**config.mk**
```make
export PLATFORM = sky130hd
export DESIGN_NAME = coo_regs
export DESIGN_NICKNAME = d
export VERILOG_FILES = /design/src/coo_pkg.sv /design/src/coo_regs.sv
export VERILOG_INCLUDE_DIRS = /design/src /design/src/src
export SDC_FILE = /design/constraint.sdc
export NUM_CORES = 2
export LEC_CHECK = 0
export BUFFER_PORTS_ARGS = -buffer_cell sky130_fd_sc_hd__buf_4
export CORE_ASPECT_RATIO = 1.4
export CORE_UTILIZATION = 61
export CTS_BUF_LIST = sky130_fd_sc_hd__clkbuf_16
export DETAILED_ROUTE_END_ITERATION = 10
export PLACE_DENSITY = 0.85
export SLEW_MARGIN = 40
export SYNTH_ARGS = -nofsm -noshare
export SYNTH_HDL_FRONTEND = slang
export SYNTH_SLANG_ARGS = --single-unit
```
**constraint.sdc**
```tcl
create_clock -name clk_i -period 14.4 [get_ports clk_i]
set_clock_uncertainty 0.1 [all_clocks]
set_input_delay 4.32 -clock clk_i [delete_from_list [all_inputs] [get_ports clk_i]]
set_output_delay 4.32 -clock clk_i [all_outputs]
set_load 0.01 [all_outputs]
```
**src/coo_map.svh**
```systemverilog
// Command codes, field positions, reset values and timing counts of the offset and OV bank
`ifndef COO_MAP_SVH
`define COO_MAP_SVH
`define COO_CMD_OFFSET_TRIM 8'h39
`define COO_CMD_OV_LIMIT 8'h40
`define COO_EXP_HI 15
`define COO_EXP_LO 11
`define COO_MAN_HI 10
`define COO_MAN_LO 0
`define COO_OFS_EXP_RST 5'h1C
`define COO_OFS_EXP_FINE 5'h18
`define COO_PHASE_MAX 8'h03
`define COO_PHASE_ALL 8'hFF
`define COO_NUM_PHASES 4
`define COO_FINE_SHIFT 8
`define COO_OFS_LIMIT 32'sh000003E8
`define COO_NVM_STEP_BITS 4
`define COO_NVM_RST 20'h00000
`define COO_OV_LIMIT_RST 16'h0299
`define COO_OV_REL_BITS 9
`define COO_CLK_MHZ 125
`define COO_OV_RETRY_NS 1000
`define COO_OV_RETRY_CYC ((`COO_OV_RETRY_NS * `COO_CLK_MHZ) / 1000)
`define COO_RETRY_W 8
`endif

```
**src/coo_pkg.sv**
```systemverilog
// Types shared by the offset trim and overvoltage limit bank
package coo_pkg;
    typedef struct packed {
        logic valid;
        logic write;
        logic [7:0] code;
        logic [7:0] phase;
        logic [15:0] data;
    } coo_cmd_t;
    typedef struct packed {
        logic valid;
        logic err;
        logic [15:0] data;
    } coo_rsp_t;
    typedef enum logic [1:0] {
        COO_REACT_IGNORE = 2'h0,
        COO_REACT_LATCH = 2'h1,
        COO_REACT_RETRY = 2'h2
    } coo_react_t;
    typedef enum logic [2:0] {
        COO_OV_RUN = 3'h1,
        COO_OV_LATCHED = 3'h2,
        COO_OV_RETRY = 3'h4
    } coo_ov_state_t;
endpackage : coo_pkg

```
**src/coo_regs.sv**
```systemverilog
// Current offset trim and output overvoltage limit command registers
//
// Summary of operation
// - The offset trim at code 39h is written by Write Word, read by Read Word, and acts at once.
// - The offset trim word is an exponent in bits 15:11 resetting to 11100b and a mantissa in 10:0.
// - The configured offset is subtracted from the reported output current.
// - Each phase keeps its own trim and the stack offset is the sum of the trims of the phases below the phase count.
// - Selector 00h-03h below the phase count writes and reads only the chosen phase's trim.
// - Selector FFh writes the total divided by the phase count into every active phase and clears the others.
// - Selector FFh reads phase 00h's trim times the phase count.
// - Out-of-range writes are refused and raise the invalid-data status and alert.
// - Restore reloads each trim from the coarse value kept at the last store; power-up reloads zero, as reset also clears that backup.
// - In operation, trim writes keep full resolution when inside the supported range.
// - The OV limit at code 40h is an unsigned 16-bit word, relative or absolute per format.
// - An OV fault is declared when sensed output voltage reaches the applied limit.
// - The applied limit tracks the target; in absolute format a new target leaves the word alone.
// - OV checking runs from reset release, whether conversion is enabled or not.
// - An OV fault is acted on as the configured reaction setting says.
`timescale 1ns/10ps
`default_nettype none
`include "coo_map.svh"

module coo_regs (
    input wire logic clk_i,
    input wire logic rst_i,
    input wire coo_pkg::coo_cmd_t cmd_i,
    output coo_pkg::coo_rsp_t rsp_o,
    input wire logic [2:0] num_phases_i,
    input wire logic nvm_store_i,
    input wire logic nvm_restore_i,
    input wire logic signed [19:0] current_meas_i,
    output logic signed [19:0] output_current_reading_o,
    input wire logic [15:0] output_voltage_target_i,
    input wire logic output_voltage_format_i,
    input wire logic [15:0] vout_sense_i,
    input wire coo_pkg::coo_react_t overvoltage_reaction_i,
    input wire logic clear_faults_i,
    output logic ov_fault_o,
    output logic ov_status_o,
    output logic cml_status_o,
    output logic alert_o,
    output logic conv_inhibit_o
);

    ////////////////////////////////////////////////////////////////////////////////
    // Linear format helpers
    // Word to a signed value in 2^-8 units; exponents beyond reach give a huge value
    // exponent and mantissa fields
    function automatic logic signed [31:0] lin_to_fine(input logic [15:0] word);
        logic signed [4:0] e;
        logic signed [31:0] m;
        int sh;
        e = word[`COO_EXP_HI:`COO_EXP_LO];
        m = 32'(signed'(word[`COO_MAN_HI:`COO_MAN_LO]));
        sh = int'(e) + `COO_FINE_SHIFT;
        if (sh > 12) begin
            lin_to_fine = 32'sh7FFFFFFF;
        end else if (sh >= 0) begin
            lin_to_fine = m <<< sh;
        end else begin
            lin_to_fine = m >>> (-sh);
        end
    endfunction : lin_to_fine

    // Coarse exponent where exact, fine where needed, so the reset code reads back unchanged
    function automatic logic [15:0] fine_to_lin(input logic signed [19:0] v);
        logic signed [19:0] c;
        c = v >>> 4;
        if (v[3:0] == 4'h0 && c >= -20'sd1024 && c <= 20'sd1023) begin
            fine_to_lin = {`COO_OFS_EXP_RST, c[10:0]};
        end else if (v >= -20'sd1024 && v <= 20'sd1023) begin
            fine_to_lin = {`COO_OFS_EXP_FINE, v[10:0]};
        end else begin
            fine_to_lin = {`COO_OFS_EXP_RST, c[10:0]};
        end
    endfunction : fine_to_lin

    // Stack split into equal shares for phase counts of one to four
    function automatic logic signed [31:0] div_phases(input logic signed [31:0] v,
                                                      input logic [2:0] n);
        case (n)
            3'h2: div_phases = v / 2;
            3'h3: div_phases = v / 3;
            3'h4: div_phases = v / 4;
            default: div_phases = v;
        endcase
    endfunction : div_phases

    ////////////////////////////////////////////////////////////////////////////////
    // Command decode
    logic signed [19:0] trim [`COO_NUM_PHASES];
    logic signed [19:0] nvm_trim [`COO_NUM_PHASES];
    logic [15:0] ov_limit;
    logic [15:0] abs_base;
    logic restore_pend;
    logic [2:0] nph;
    logic signed [31:0] wr_fine;
    logic signed [31:0] wr_split;
    logic signed [31:0] rd_total;
    logic is_trim;
    logic is_ov;
    logic phase_one;
    logic phase_all;
    logic trim_ok;
    logic trim_wr;
    logic ov_wr;
    logic bad_cmd;
    logic do_restore;

    always_comb begin
        nph = (num_phases_i == 3'h0 || num_phases_i > 3'h4) ? 3'h1 : num_phases_i;
        is_trim = cmd_i.valid && cmd_i.code == `COO_CMD_OFFSET_TRIM;
        is_ov = cmd_i.valid && cmd_i.code == `COO_CMD_OV_LIMIT;
        phase_one = cmd_i.phase <= `COO_PHASE_MAX && cmd_i.phase < {5'h00, nph};
        phase_all = cmd_i.phase == `COO_PHASE_ALL;
        wr_fine = lin_to_fine(cmd_i.data);
        wr_split = div_phases(wr_fine, nph);
        trim_ok = phase_all ? (wr_split >= -`COO_OFS_LIMIT && wr_split <= `COO_OFS_LIMIT)
            : (wr_fine >= -`COO_OFS_LIMIT && wr_fine <= `COO_OFS_LIMIT);
        trim_wr = is_trim && cmd_i.write && trim_ok && (phase_one || phase_all);
        ov_wr = is_ov && cmd_i.write;
        bad_cmd = cmd_i.valid && !(ov_wr || trim_wr || (is_ov && !cmd_i.write)
            || (is_trim && !cmd_i.write && (phase_one || phase_all)));
        do_restore = restore_pend || nvm_restore_i;
        rd_total = 32'(trim[0]) * 32'(nph);
    end

    ////////////////////////////////////////////////////////////////////////////////
    // Trim storage and backup
    // The first cycle after reset acts as the power-on restore
    always_ff @(posedge clk_i or posedge rst_i) begin
        if (rst_i) begin
            restore_pend <= 1'b1;
        end else begin
            restore_pend <= 1'b0;
        end
    end
    always_ff @(posedge clk_i or posedge rst_i) begin
        if (rst_i) begin
            for (int i = 0; i < `COO_NUM_PHASES; i++) begin
                trim[i] <= `COO_NVM_RST;
            end
        end else if (do_restore) begin
            for (int i = 0; i < `COO_NUM_PHASES; i++) begin
                trim[i] <= nvm_trim[i];
            end
        end else if (trim_wr) begin
            for (int i = 0; i < `COO_NUM_PHASES; i++) begin
                if (phase_all) begin
                    trim[i] <= (i < int'(nph)) ? wr_split[19:0] : `COO_NVM_RST;
                end else if (cmd_i.phase[1:0] == 2'(i)) begin
                    trim[i] <= wr_fine[19:0];
                end
            end
        end
    end
    // Backup keeps only coarse steps; finer bits are dropped toward minus infinity
    always_ff @(posedge clk_i or posedge rst_i) begin
        if (rst_i) begin
            for (int i = 0; i < `COO_NUM_PHASES; i++) begin
                nvm_trim[i] <= `COO_NVM_RST;
            end
        end else if (nvm_store_i) begin
            for (int i = 0; i < `COO_NUM_PHASES; i++) begin
                nvm_trim[i] <= (trim[i] >>> `COO_NVM_STEP_BITS) <<< `COO_NVM_STEP_BITS;
            end
        end
    end

    ////////////////////////////////////////////////////////////////////////////////
    // Current reading correction
    logic signed [21:0] stack_offset;
    logic signed [21:0] corrected;
    always_comb begin
        stack_offset = 22'sd0;
        for (int i = 0; i < `COO_NUM_PHASES; i++) begin
            if (i < int'(nph)) begin
                stack_offset = stack_offset + 22'(trim[i]);
            end
        end
        corrected = 22'(current_meas_i) - stack_offset;
    end
    always_ff @(posedge clk_i or posedge rst_i) begin
        if (rst_i) begin
            output_current_reading_o <= 20'sd0;
        end else if (corrected > 22'sd524287) begin
            output_current_reading_o <= 20'sh7FFFF;
        end else if (corrected < -22'sd524288) begin
            output_current_reading_o <= 20'sh80000;
        end else begin
            output_current_reading_o <= corrected[19:0];
        end
    end

    ////////////////////////////////////////////////////////////////////////////////
    // Overvoltage limit register and applied threshold
    // limit word
    always_ff @(posedge clk_i or posedge rst_i) begin
        if (rst_i) begin
            ov_limit <= `COO_OV_LIMIT_RST;
        end else if (ov_wr) begin
            ov_limit <= cmd_i.data;
        end
    end
    // Target at the time the absolute limit was set, so the margin follows later targets
    always_ff @(posedge clk_i or posedge rst_i) begin
        if (rst_i) begin
            abs_base <= 16'h0000;
        end else if (restore_pend) begin
            abs_base <= output_voltage_target_i;
        end else if (ov_wr) begin
            abs_base <= output_voltage_target_i;
        end
    end
    logic [31:0] rel_prod;
    logic signed [18:0] abs_thr;
    logic [17:0] ov_thr;
    always_comb begin
        rel_prod = (32'(output_voltage_target_i) * 32'(ov_limit)) >> `COO_OV_REL_BITS;
        abs_thr = 19'(output_voltage_target_i) + 19'(ov_limit) - 19'(abs_base);
        if (output_voltage_format_i) begin
            ov_thr = (rel_prod > 32'h0003FFFF) ? 18'h3FFFF : rel_prod[17:0];
        end else if (abs_thr < 19'sd0) begin
            ov_thr = 18'h00000;
        end else begin
            ov_thr = abs_thr[17:0];
        end
    end

    ////////////////////////////////////////////////////////////////////////////////
    // Overvoltage detection and reaction
    logic ov_hit;
    coo_pkg::coo_ov_state_t ov_state;
    coo_pkg::coo_ov_state_t next_ov_state;
    logic [`COO_RETRY_W-1:0] retry_cnt;
    assign ov_hit = {2'h0, vout_sense_i} >= ov_thr;
    always_ff @(posedge clk_i or posedge rst_i) begin
        if (rst_i) begin
            ov_fault_o <= 1'b0;
        end else begin
            ov_fault_o <= ov_hit;
        end
    end
    always_comb begin
        next_ov_state = ov_state;
        case (ov_state)
            coo_pkg::COO_OV_RUN: begin
                if (ov_hit && overvoltage_reaction_i == coo_pkg::COO_REACT_LATCH) begin
                    next_ov_state = coo_pkg::COO_OV_LATCHED;
                end else if (ov_hit && overvoltage_reaction_i == coo_pkg::COO_REACT_RETRY) begin
                    next_ov_state = coo_pkg::COO_OV_RETRY;
                end
            end
            coo_pkg::COO_OV_LATCHED: begin
                if (clear_faults_i && !ov_hit) begin
                    next_ov_state = coo_pkg::COO_OV_RUN;
                end
            end
            coo_pkg::COO_OV_RETRY: begin
                if (retry_cnt == `COO_RETRY_W'(`COO_OV_RETRY_CYC - 1)) begin
                    next_ov_state = coo_pkg::COO_OV_RUN;
                end
            end
            default: begin
                next_ov_state = coo_pkg::COO_OV_RUN;
            end
        endcase
    end
    always_ff @(posedge clk_i or posedge rst_i) begin
        if (rst_i) begin
            ov_state <= coo_pkg::COO_OV_RUN;
        end else begin
            ov_state <= next_ov_state;
        end
    end
    // Retry wait restarts while the fault persists, but a fault in the last wait cycle still lets conversion resume for one cycle
    always_ff @(posedge clk_i or posedge rst_i) begin
        if (rst_i) begin
            retry_cnt <= '0;
        end else if (ov_state != coo_pkg::COO_OV_RETRY || ov_hit) begin
            retry_cnt <= '0;
        end else begin
            retry_cnt <= retry_cnt + `COO_RETRY_W'(1);
        end
    end
    always_ff @(posedge clk_i or posedge rst_i) begin
        if (rst_i) begin
            conv_inhibit_o <= 1'b0;
        end else begin
            conv_inhibit_o <= next_ov_state != coo_pkg::COO_OV_RUN;
        end
    end

    ////////////////////////////////////////////////////////////////////////////////
    // Status and alert; a new event wins over a clear in the same cycle
    always_ff @(posedge clk_i or posedge rst_i) begin
        if (rst_i) begin
            ov_status_o <= 1'b0;
        end else if (ov_hit) begin
            ov_status_o <= 1'b1;
        end else if (clear_faults_i) begin
            ov_status_o <= 1'b0;
        end
    end
    always_ff @(posedge clk_i or posedge rst_i) begin
        if (rst_i) begin
            cml_status_o <= 1'b0;
        end else if (bad_cmd) begin
            cml_status_o <= 1'b1;
        end else if (clear_faults_i) begin
            cml_status_o <= 1'b0;
        end
    end
    always_ff @(posedge clk_i or posedge rst_i) begin
        if (rst_i) begin
            alert_o <= 1'b0;
        end else if (bad_cmd || ov_hit) begin
            alert_o <= 1'b1;
        end else if (clear_faults_i) begin
            alert_o <= 1'b0;
        end
    end

    ////////////////////////////////////////////////////////////////////////////////
    // Answer to each transaction
    // stack total read
    always_ff @(posedge clk_i or posedge rst_i) begin
        if (rst_i) begin
            rsp_o <= '0;
        end else begin
            rsp_o.valid <= cmd_i.valid;
            rsp_o.err <= bad_cmd;
            if (!cmd_i.valid || cmd_i.write || bad_cmd) begin
                rsp_o.data <= 16'h0000;
            end else if (is_ov) begin
                rsp_o.data <= ov_limit;
            end else if (phase_all) begin
                rsp_o.data <= fine_to_lin(rd_total[19:0]);
            end else begin
                rsp_o.data <= fine_to_lin(trim[cmd_i.phase[1:0]]);
            end
        end
    end

endmodule : coo_regs

`default_nettype wire

```
==> impl_results.md, run 1 <==
- Routability cong.: 1.02
- Netlist cell types: 125
- Die boundary height: 281 microns
- Netlist area before placement: 34000 sq um
- Clock buffer count from CTS: 23
- Cell Rows: 101
- Main area contributors after synthesis: sky130_fd_sc_hd__dfrtp_1, sky130_fd_sc_hd__fa_1, sky130_fd_sc_hd__ha_1, sky130_fd_sc_hd__nand2_1, sky130_fd_sc_hd__inv_1
- # IOs: 140
- Library cell occupying the most area in the post-synthesis netlist: sky130_fd_sc_hd__dfrtp_1
- Result of the run: stopped before the end
- Critical endpoint after global-route timing repair: trim[50]$_DFFE_PP0P_/D
- Starting density of the core: 62.2%
- Register area share after synthesis: 17.1%
- Last stage reached: global routing (5_1_grt)
- Half-perimeter wire length of the detailed placement result: 92400 microns
- Async set or reset register ratio after synthesis: 100%
- Max clock buf depth: 3
- Count of input and output buffers: 139
- CTS H-Tree Depth: 1
- FF+latch count, synth: 231
- Top-area cell type share of the netlist area: 16.5%
- Most used flip-flop cell after synthesis: sky130_fd_sc_hd__dfrtp_1
- First error: [ERROR GRT-0232] Routing congestion too high. Check the congestion heatmap in the GUI.
- Number of enable flip-flop cells after synthesis: 0
- Worst ep type: register input
- Largest net degree at the start of global routing: 156
- Minimum setup slack after placement: -3.05 ns
- Sink count of the clock tree: 231
- Net count after synthesis: 4790
- Library cell used as clock root buffer: sky130_fd_sc_hd__clkbuf_16
- Syn. warnings: 0
- Post-synthesis instance total: 4187
- Total track usage: 63.0%
- Horizontal die dimension: 201 microns
- Per-instance average area after synthesis: 8.11 sq um
- GRT overflow: 7
## metrics by stage
stage | hold slack [ns] | area [sq um] | cells | utilization, %
CTS | 0.360 | 42500 | 5561 | 77.8
global placement | 0.353 | 40100 | 5437 | 73.5
detailed placement | 0.346 | 40200 | 5438 | 73.6
floorplan | 0.322 | 34600 | 4187 | -
## cells in the mapped netlist, types with 10 or more instances
master and number:
sky130_fd_sc_hd__inv_1 463, sky130_fd_sc_hd__ha_1 275, sky130_fd_sc_hd__or2_2 15, sky130_fd_sc_hd__o31ai_2 16, sky130_fd_sc_hd__o221ai_1 16, sky130_fd_sc_hd__clkbuf_1 157, sky130_fd_sc_hd__mux2_2 75, sky130_fd_sc_hd__xor2_1 53
sky130_fd_sc_hd__o211ai_1 30, sky130_fd_sc_hd__and2_1 101, sky130_fd_sc_hd__a221o_1 23, sky130_fd_sc_hd__nand3b_1 11, sky130_fd_sc_hd__buf_1 13, sky130_fd_sc_hd__a211o_1 10, sky130_fd_sc_hd__a22oi_1 10, sky130_fd_sc_hd__o22ai_1 18
sky130_fd_sc_hd__clkinv_1 10, sky130_fd_sc_hd__o21ai_1 21, sky130_fd_sc_hd__nand4_1 32, sky130_fd_sc_hd__or3_1 13, sky130_fd_sc_hd__nor4_1 19, sky130_fd_sc_hd__nor2_1 351, sky130_fd_sc_hd__and3_1 32, sky130_fd_sc_hd__nor2b_1 19
sky130_fd_sc_hd__mux4_2 29, sky130_fd_sc_hd__fa_1 231, sky130_fd_sc_hd__a211oi_1 24, sky130_fd_sc_hd__a21o_1 63, sky130_fd_sc_hd__a21oi_1 283, sky130_fd_sc_hd__nand3_1 104, sky130_fd_sc_hd__nand2_1 514, sky130_fd_sc_hd__a221oi_1 15
sky130_fd_sc_hd__mux2i_1 49, sky130_fd_sc_hd__nor3_1 79, sky130_fd_sc_hd__a31oi_1 36, sky130_fd_sc_hd__o21ai_0 181, sky130_fd_sc_hd__nand2b_1 25, sky130_fd_sc_hd__xnor2_1 157, sky130_fd_sc_hd__o41ai_1 10, sky130_fd_sc_hd__o31ai_1 39
sky130_fd_sc_hd__o21bai_1 64, sky130_fd_sc_hd__buf_2 25, sky130_fd_sc_hd__dfrtp_1 224
## what timing repair did
item	CTS
hold buffers	0
setup endpoints to repair	97
pin swaps	153
setup buffers	83
cloned	2
gates resized for setup	202
## per-layer routing
metal  global-route usage, %  overflow
met1                    59.4         0
met2                    83.4         2
met3                    46.7         1
met4                    61.3         4
met5                    32.1         0
## cell families after synthesis
kind of cell             count (synthesis)  synth area share, %
AND/OR/NAND/NOR                       1376                 19.0
AO/OA/AOI/OAI                         1017                 20.7
buffers and inverters                  686                 7.95
adder cells (fa/ha/maj)                506                 23.8
flip-flops                             231                 17.1
XOR/XNOR                               213                 5.56
multiplexers                           157                 6.00
other                                    1               0.0110
==> run 2, diff against run 1 <==
--- a/config.mk
+++ b/config.mk
@@ -7,11 +7,9 @@
 export NUM_CORES = 2
 export LEC_CHECK = 0
 export BUFFER_PORTS_ARGS = -buffer_cell sky130_fd_sc_hd__buf_4
-export CORE_ASPECT_RATIO = 1.4
-export CORE_UTILIZATION = 61
-export CTS_BUF_LIST = sky130_fd_sc_hd__clkbuf_16
+export CORE_UTILIZATION = 40
 export DETAILED_ROUTE_END_ITERATION = 10
-export PLACE_DENSITY = 0.85
+export PLACE_DENSITY_LB_ADDON = 0.15
 export SLEW_MARGIN = 40
 export SYNTH_ARGS = -nofsm -noshare
 export SYNTH_HDL_FRONTEND = slang
==> run 2 against run 1 <==
The flow now finishes, with violations (negative setup slack). Synthesized cell count is the same. Area after synthesis is the same.
==> impl_results.md, run 2 <==
- Source-to-sink clock delay at the later pin of the worst-skew pair: 0.57 ns
- Worst setup path start: cmd_i[11]
- FF+latch count, synth: 231
- Max_cap viols: 0
- Leakage power summed over all cells: 20.7 nW
- CTS H-Tree Depth: 1
- Worst Hold Class: flop to flop
- Routability cong.: 0.940
- Design area: 43300 sq um
- Least-Margin Pin Slew: 0.905 ns
- Power per standard cell area: 187 nW/um^2
- Startpoint of the tightest hold check path: ov_state[2]
- Per-instance average area after synthesis: 8.11 sq um
- Relative max-transition margin: 39.7%
- Netlist area before placement: 34000 sq um
- CP arrival: 16.97 ns
- Finished Layout Cells: 5990
- Max-slew violations: 0
- Dominant cell by count in the synthesized netlist: sky130_fd_sc_hd__nand2_1
- Library cell occupying the most area in the post-synthesis netlist: sky130_fd_sc_hd__dfrtp_1
- Max Fclk: 0.0602 GHz
- Register area share after synthesis: 17.1%
- Overall die area: 86100 sq um
- Hold violation total from the final report: 0
- Number of enable flip-flop cells after synthesis: 0
- Vias after detailed routing: 33.4k
- Netlist cell types: 125
- GRT overflow: 0
- Highest-count cells in the layout ignoring fill and taps: sky130_fd_sc_hd__buf_4, sky130_fd_sc_hd__nand2_1, sky130_fd_sc_hd__inv_1
- Crit path max fanout: 9
- Instance count along the most critical hold path: 1
- Sink count of the clock tree: 231
- Global-route wire length before repair: 188000 microns
- Layout overhead on the synthesized area: 27.6%
- Remaining design rule violation count: 0
- Half-perimeter wire length of the detailed placement result: 96300 microns
- Filler cells: 8114
- Starting density of the core: 40.5%
- CTS clk-pin slew, worst paths: 0.06 ns
- Required time at the endpoint of the critical path: 14.76 ns
- Crit start category: primary input
- Worst reg-to-reg path cell count: 64
- Dpl cells: 5882
- Maximum cell stage delay along the critical path: 0.48 ns
- Max clock buf depth: 3
- Registers with the most flip-flops: trim x80, nvm_trim x64, output_current_reading_o x20
- Cell Rows: 106
- Net count after synthesis: 4790
- Peak supply drop: 0.000341 V
- Main area contributors after synthesis: sky130_fd_sc_hd__dfrtp_1, sky130_fd_sc_hd__fa_1, sky130_fd_sc_hd__ha_1, sky130_fd_sc_hd__nand2_1, sky130_fd_sc_hd__inv_1
- Fraction of final layout cells sized beyond drive strength 1: 26.9%
- Register with the most flip-flops: trim
- Overall routed net length: 121000 microns
- Total track usage: 27.7%
- Flip-flop count of the largest register after layout: 80
- Syn. warnings: 0
- Post-synthesis instance total: 4187
- Minimum setup slack after placement: -3.05 ns
- Number of antenna violations at the first check in global routing: 2
- Worst flop-to-flop path startpoint: ov_limit[2]
- Clock tree from TritonCTS: done
- DR iter-0 viols: 2548
- Count of input and output buffers: 139
- Result of the run: complete, but fails checks
- Slowest-stage cell, CP: sky130_fd_sc_hd__or4b_4
- Final setup violating endpoints: 83
- Clock buffer count from CTS: 26
- Post-route total power: 0.00809 W
- CP endpoint kind: flop
- Post-place instance area: 40900 sq um
- Core Area: 83800 sq um
- Area occupied by multi-input gates: 26800 sq um
- Die boundary height: 293 microns
- Setup tns final: -173.67 ns
- Final-stage net count: 5439
- # IOs: 140
- Storage cell area: 5790 sq um
- Initial DRT Pass Iterations: 6
- Violations in the final reports: negative setup slack
- CTS hold repair buffers: 0
- Routed wire length per instance: 20.2 microns
- Top-area cell type share of the netlist area: 16.5%
- Top cell types by occurrence after synthesis: sky130_fd_sc_hd__nand2_1, sky130_fd_sc_hd__inv_1, sky130_fd_sc_hd__nor2_1
- Via-per-instance ratio: 5.58
- Worst Slack Setup Final: -2.21 ns
- Async set or reset register ratio after synthesis: 100%
- Most used flip-flop cell after synthesis: sky130_fd_sc_hd__dfrtp_1
- Antenna violation net count after detailed routing: 0
- Number of global-route vias before repair: 32.3k
- Internal reg-to-reg setup slack: 2.31 ns
- Most common cell after layout, fill and taps aside: sky130_fd_sc_hd__buf_4
- Clock period minus final worst setup slack: 16.61 ns
- Unrepaired setup endpoints after global routing: true
- WS Path Type: primary input to flop
- Final worst path period share: 115%
- Library cell used as clock root buffer: sky130_fd_sc_hd__clkbuf_16
- Horizontal die dimension: 293 microns
- Largest net degree at the start of global routing: 102
run 2: cell counts after synthesis:
No cell type changed its count.
run 2: worst paths after layout:
path                                          endpoint
setup / recovery                              trim[45]
setup reg to reg                           ov_state[2]
min in group asynchronous  output_current_reading_o[0]
hold reg to reg                            ov_state[1]
max in group asynchronous                     trim[34]
hold / removal                             ov_state[1]
run 2: per-layer routing:
| metal | part of all wire, % | routed length, microns | GRT usage (%) |
|---|---|---|---|
| met1 | 46 | 55700 | 39.9 |
| met5 | 0 | 0 | 0 |
| met3 | 7.3 | 8790 | 3.98 |
| met2 | 44 | 53500 | 43.7 |
| met4 | 2.2 | 2710 | 6.35 |
run 2: layout make-up:
type | count | area share [%]
well taps | 1134 | 3.27
clock buffers | 36 | 1.66
inverters | 474 | 4.25
multi-input cells | 3271 | 61.8
clock inverters | 11 | 0.303
diodes | 1 | 0.00577
repair buffers | 832 | 15.3
flip-flops and latches | 231 | 13.4
run 2: cells by family after synthesis:
family | Yosys count | synth area share (%)
adders and majority gates | 506 | 23.8
and+or+nand+nor | 1376 | 19.0
other | 1 | 0.0110
xor gates and xnor gates | 213 | 5.56
buffers and inverters | 686 | 7.95
DFF | 231 | 17.1
muxes | 157 | 6.00
AOI/OAI and AO/OA | 1017 | 20.7
run 2: what timing repair did:
action | 4_1_cts | 5_1_grt
setup buffers | 37 | 23
endpoints found under the setup margin | 97 | 97
pin swaps | 155 | 78
cloned | 5 | 0
resized for setup | 149 | 86
run 2: power by group:
group	internal, W	switching [W]
Clock	0.000386	0.000287
Combinational	0.00332	0.00335
Sequential	0.000700	0.0000421
Total	0.00441	0.00368
run 2: worst max-delay path, delay by kind of cell:
kind	cells	cell delay [ns]
buffers and inverters	8	1.14
adders and majority gates	6	1.35
AOI/OAI and AO/OA	28	6.12
xor gates and xnor gates	3	0.43
muxes	1	0.34
and+or+nand+nor	17	3.22
run 2: stage by stage:
step                hold WS (ns)  utilization, %
floorplan                  0.322               -
global placement           0.348            48.8
CTS                        0.357            51.0
finish                     0.353            51.7
detailed placement         0.349            48.8
global route               0.385            51.7
Power figures use the tool's default switching activity.
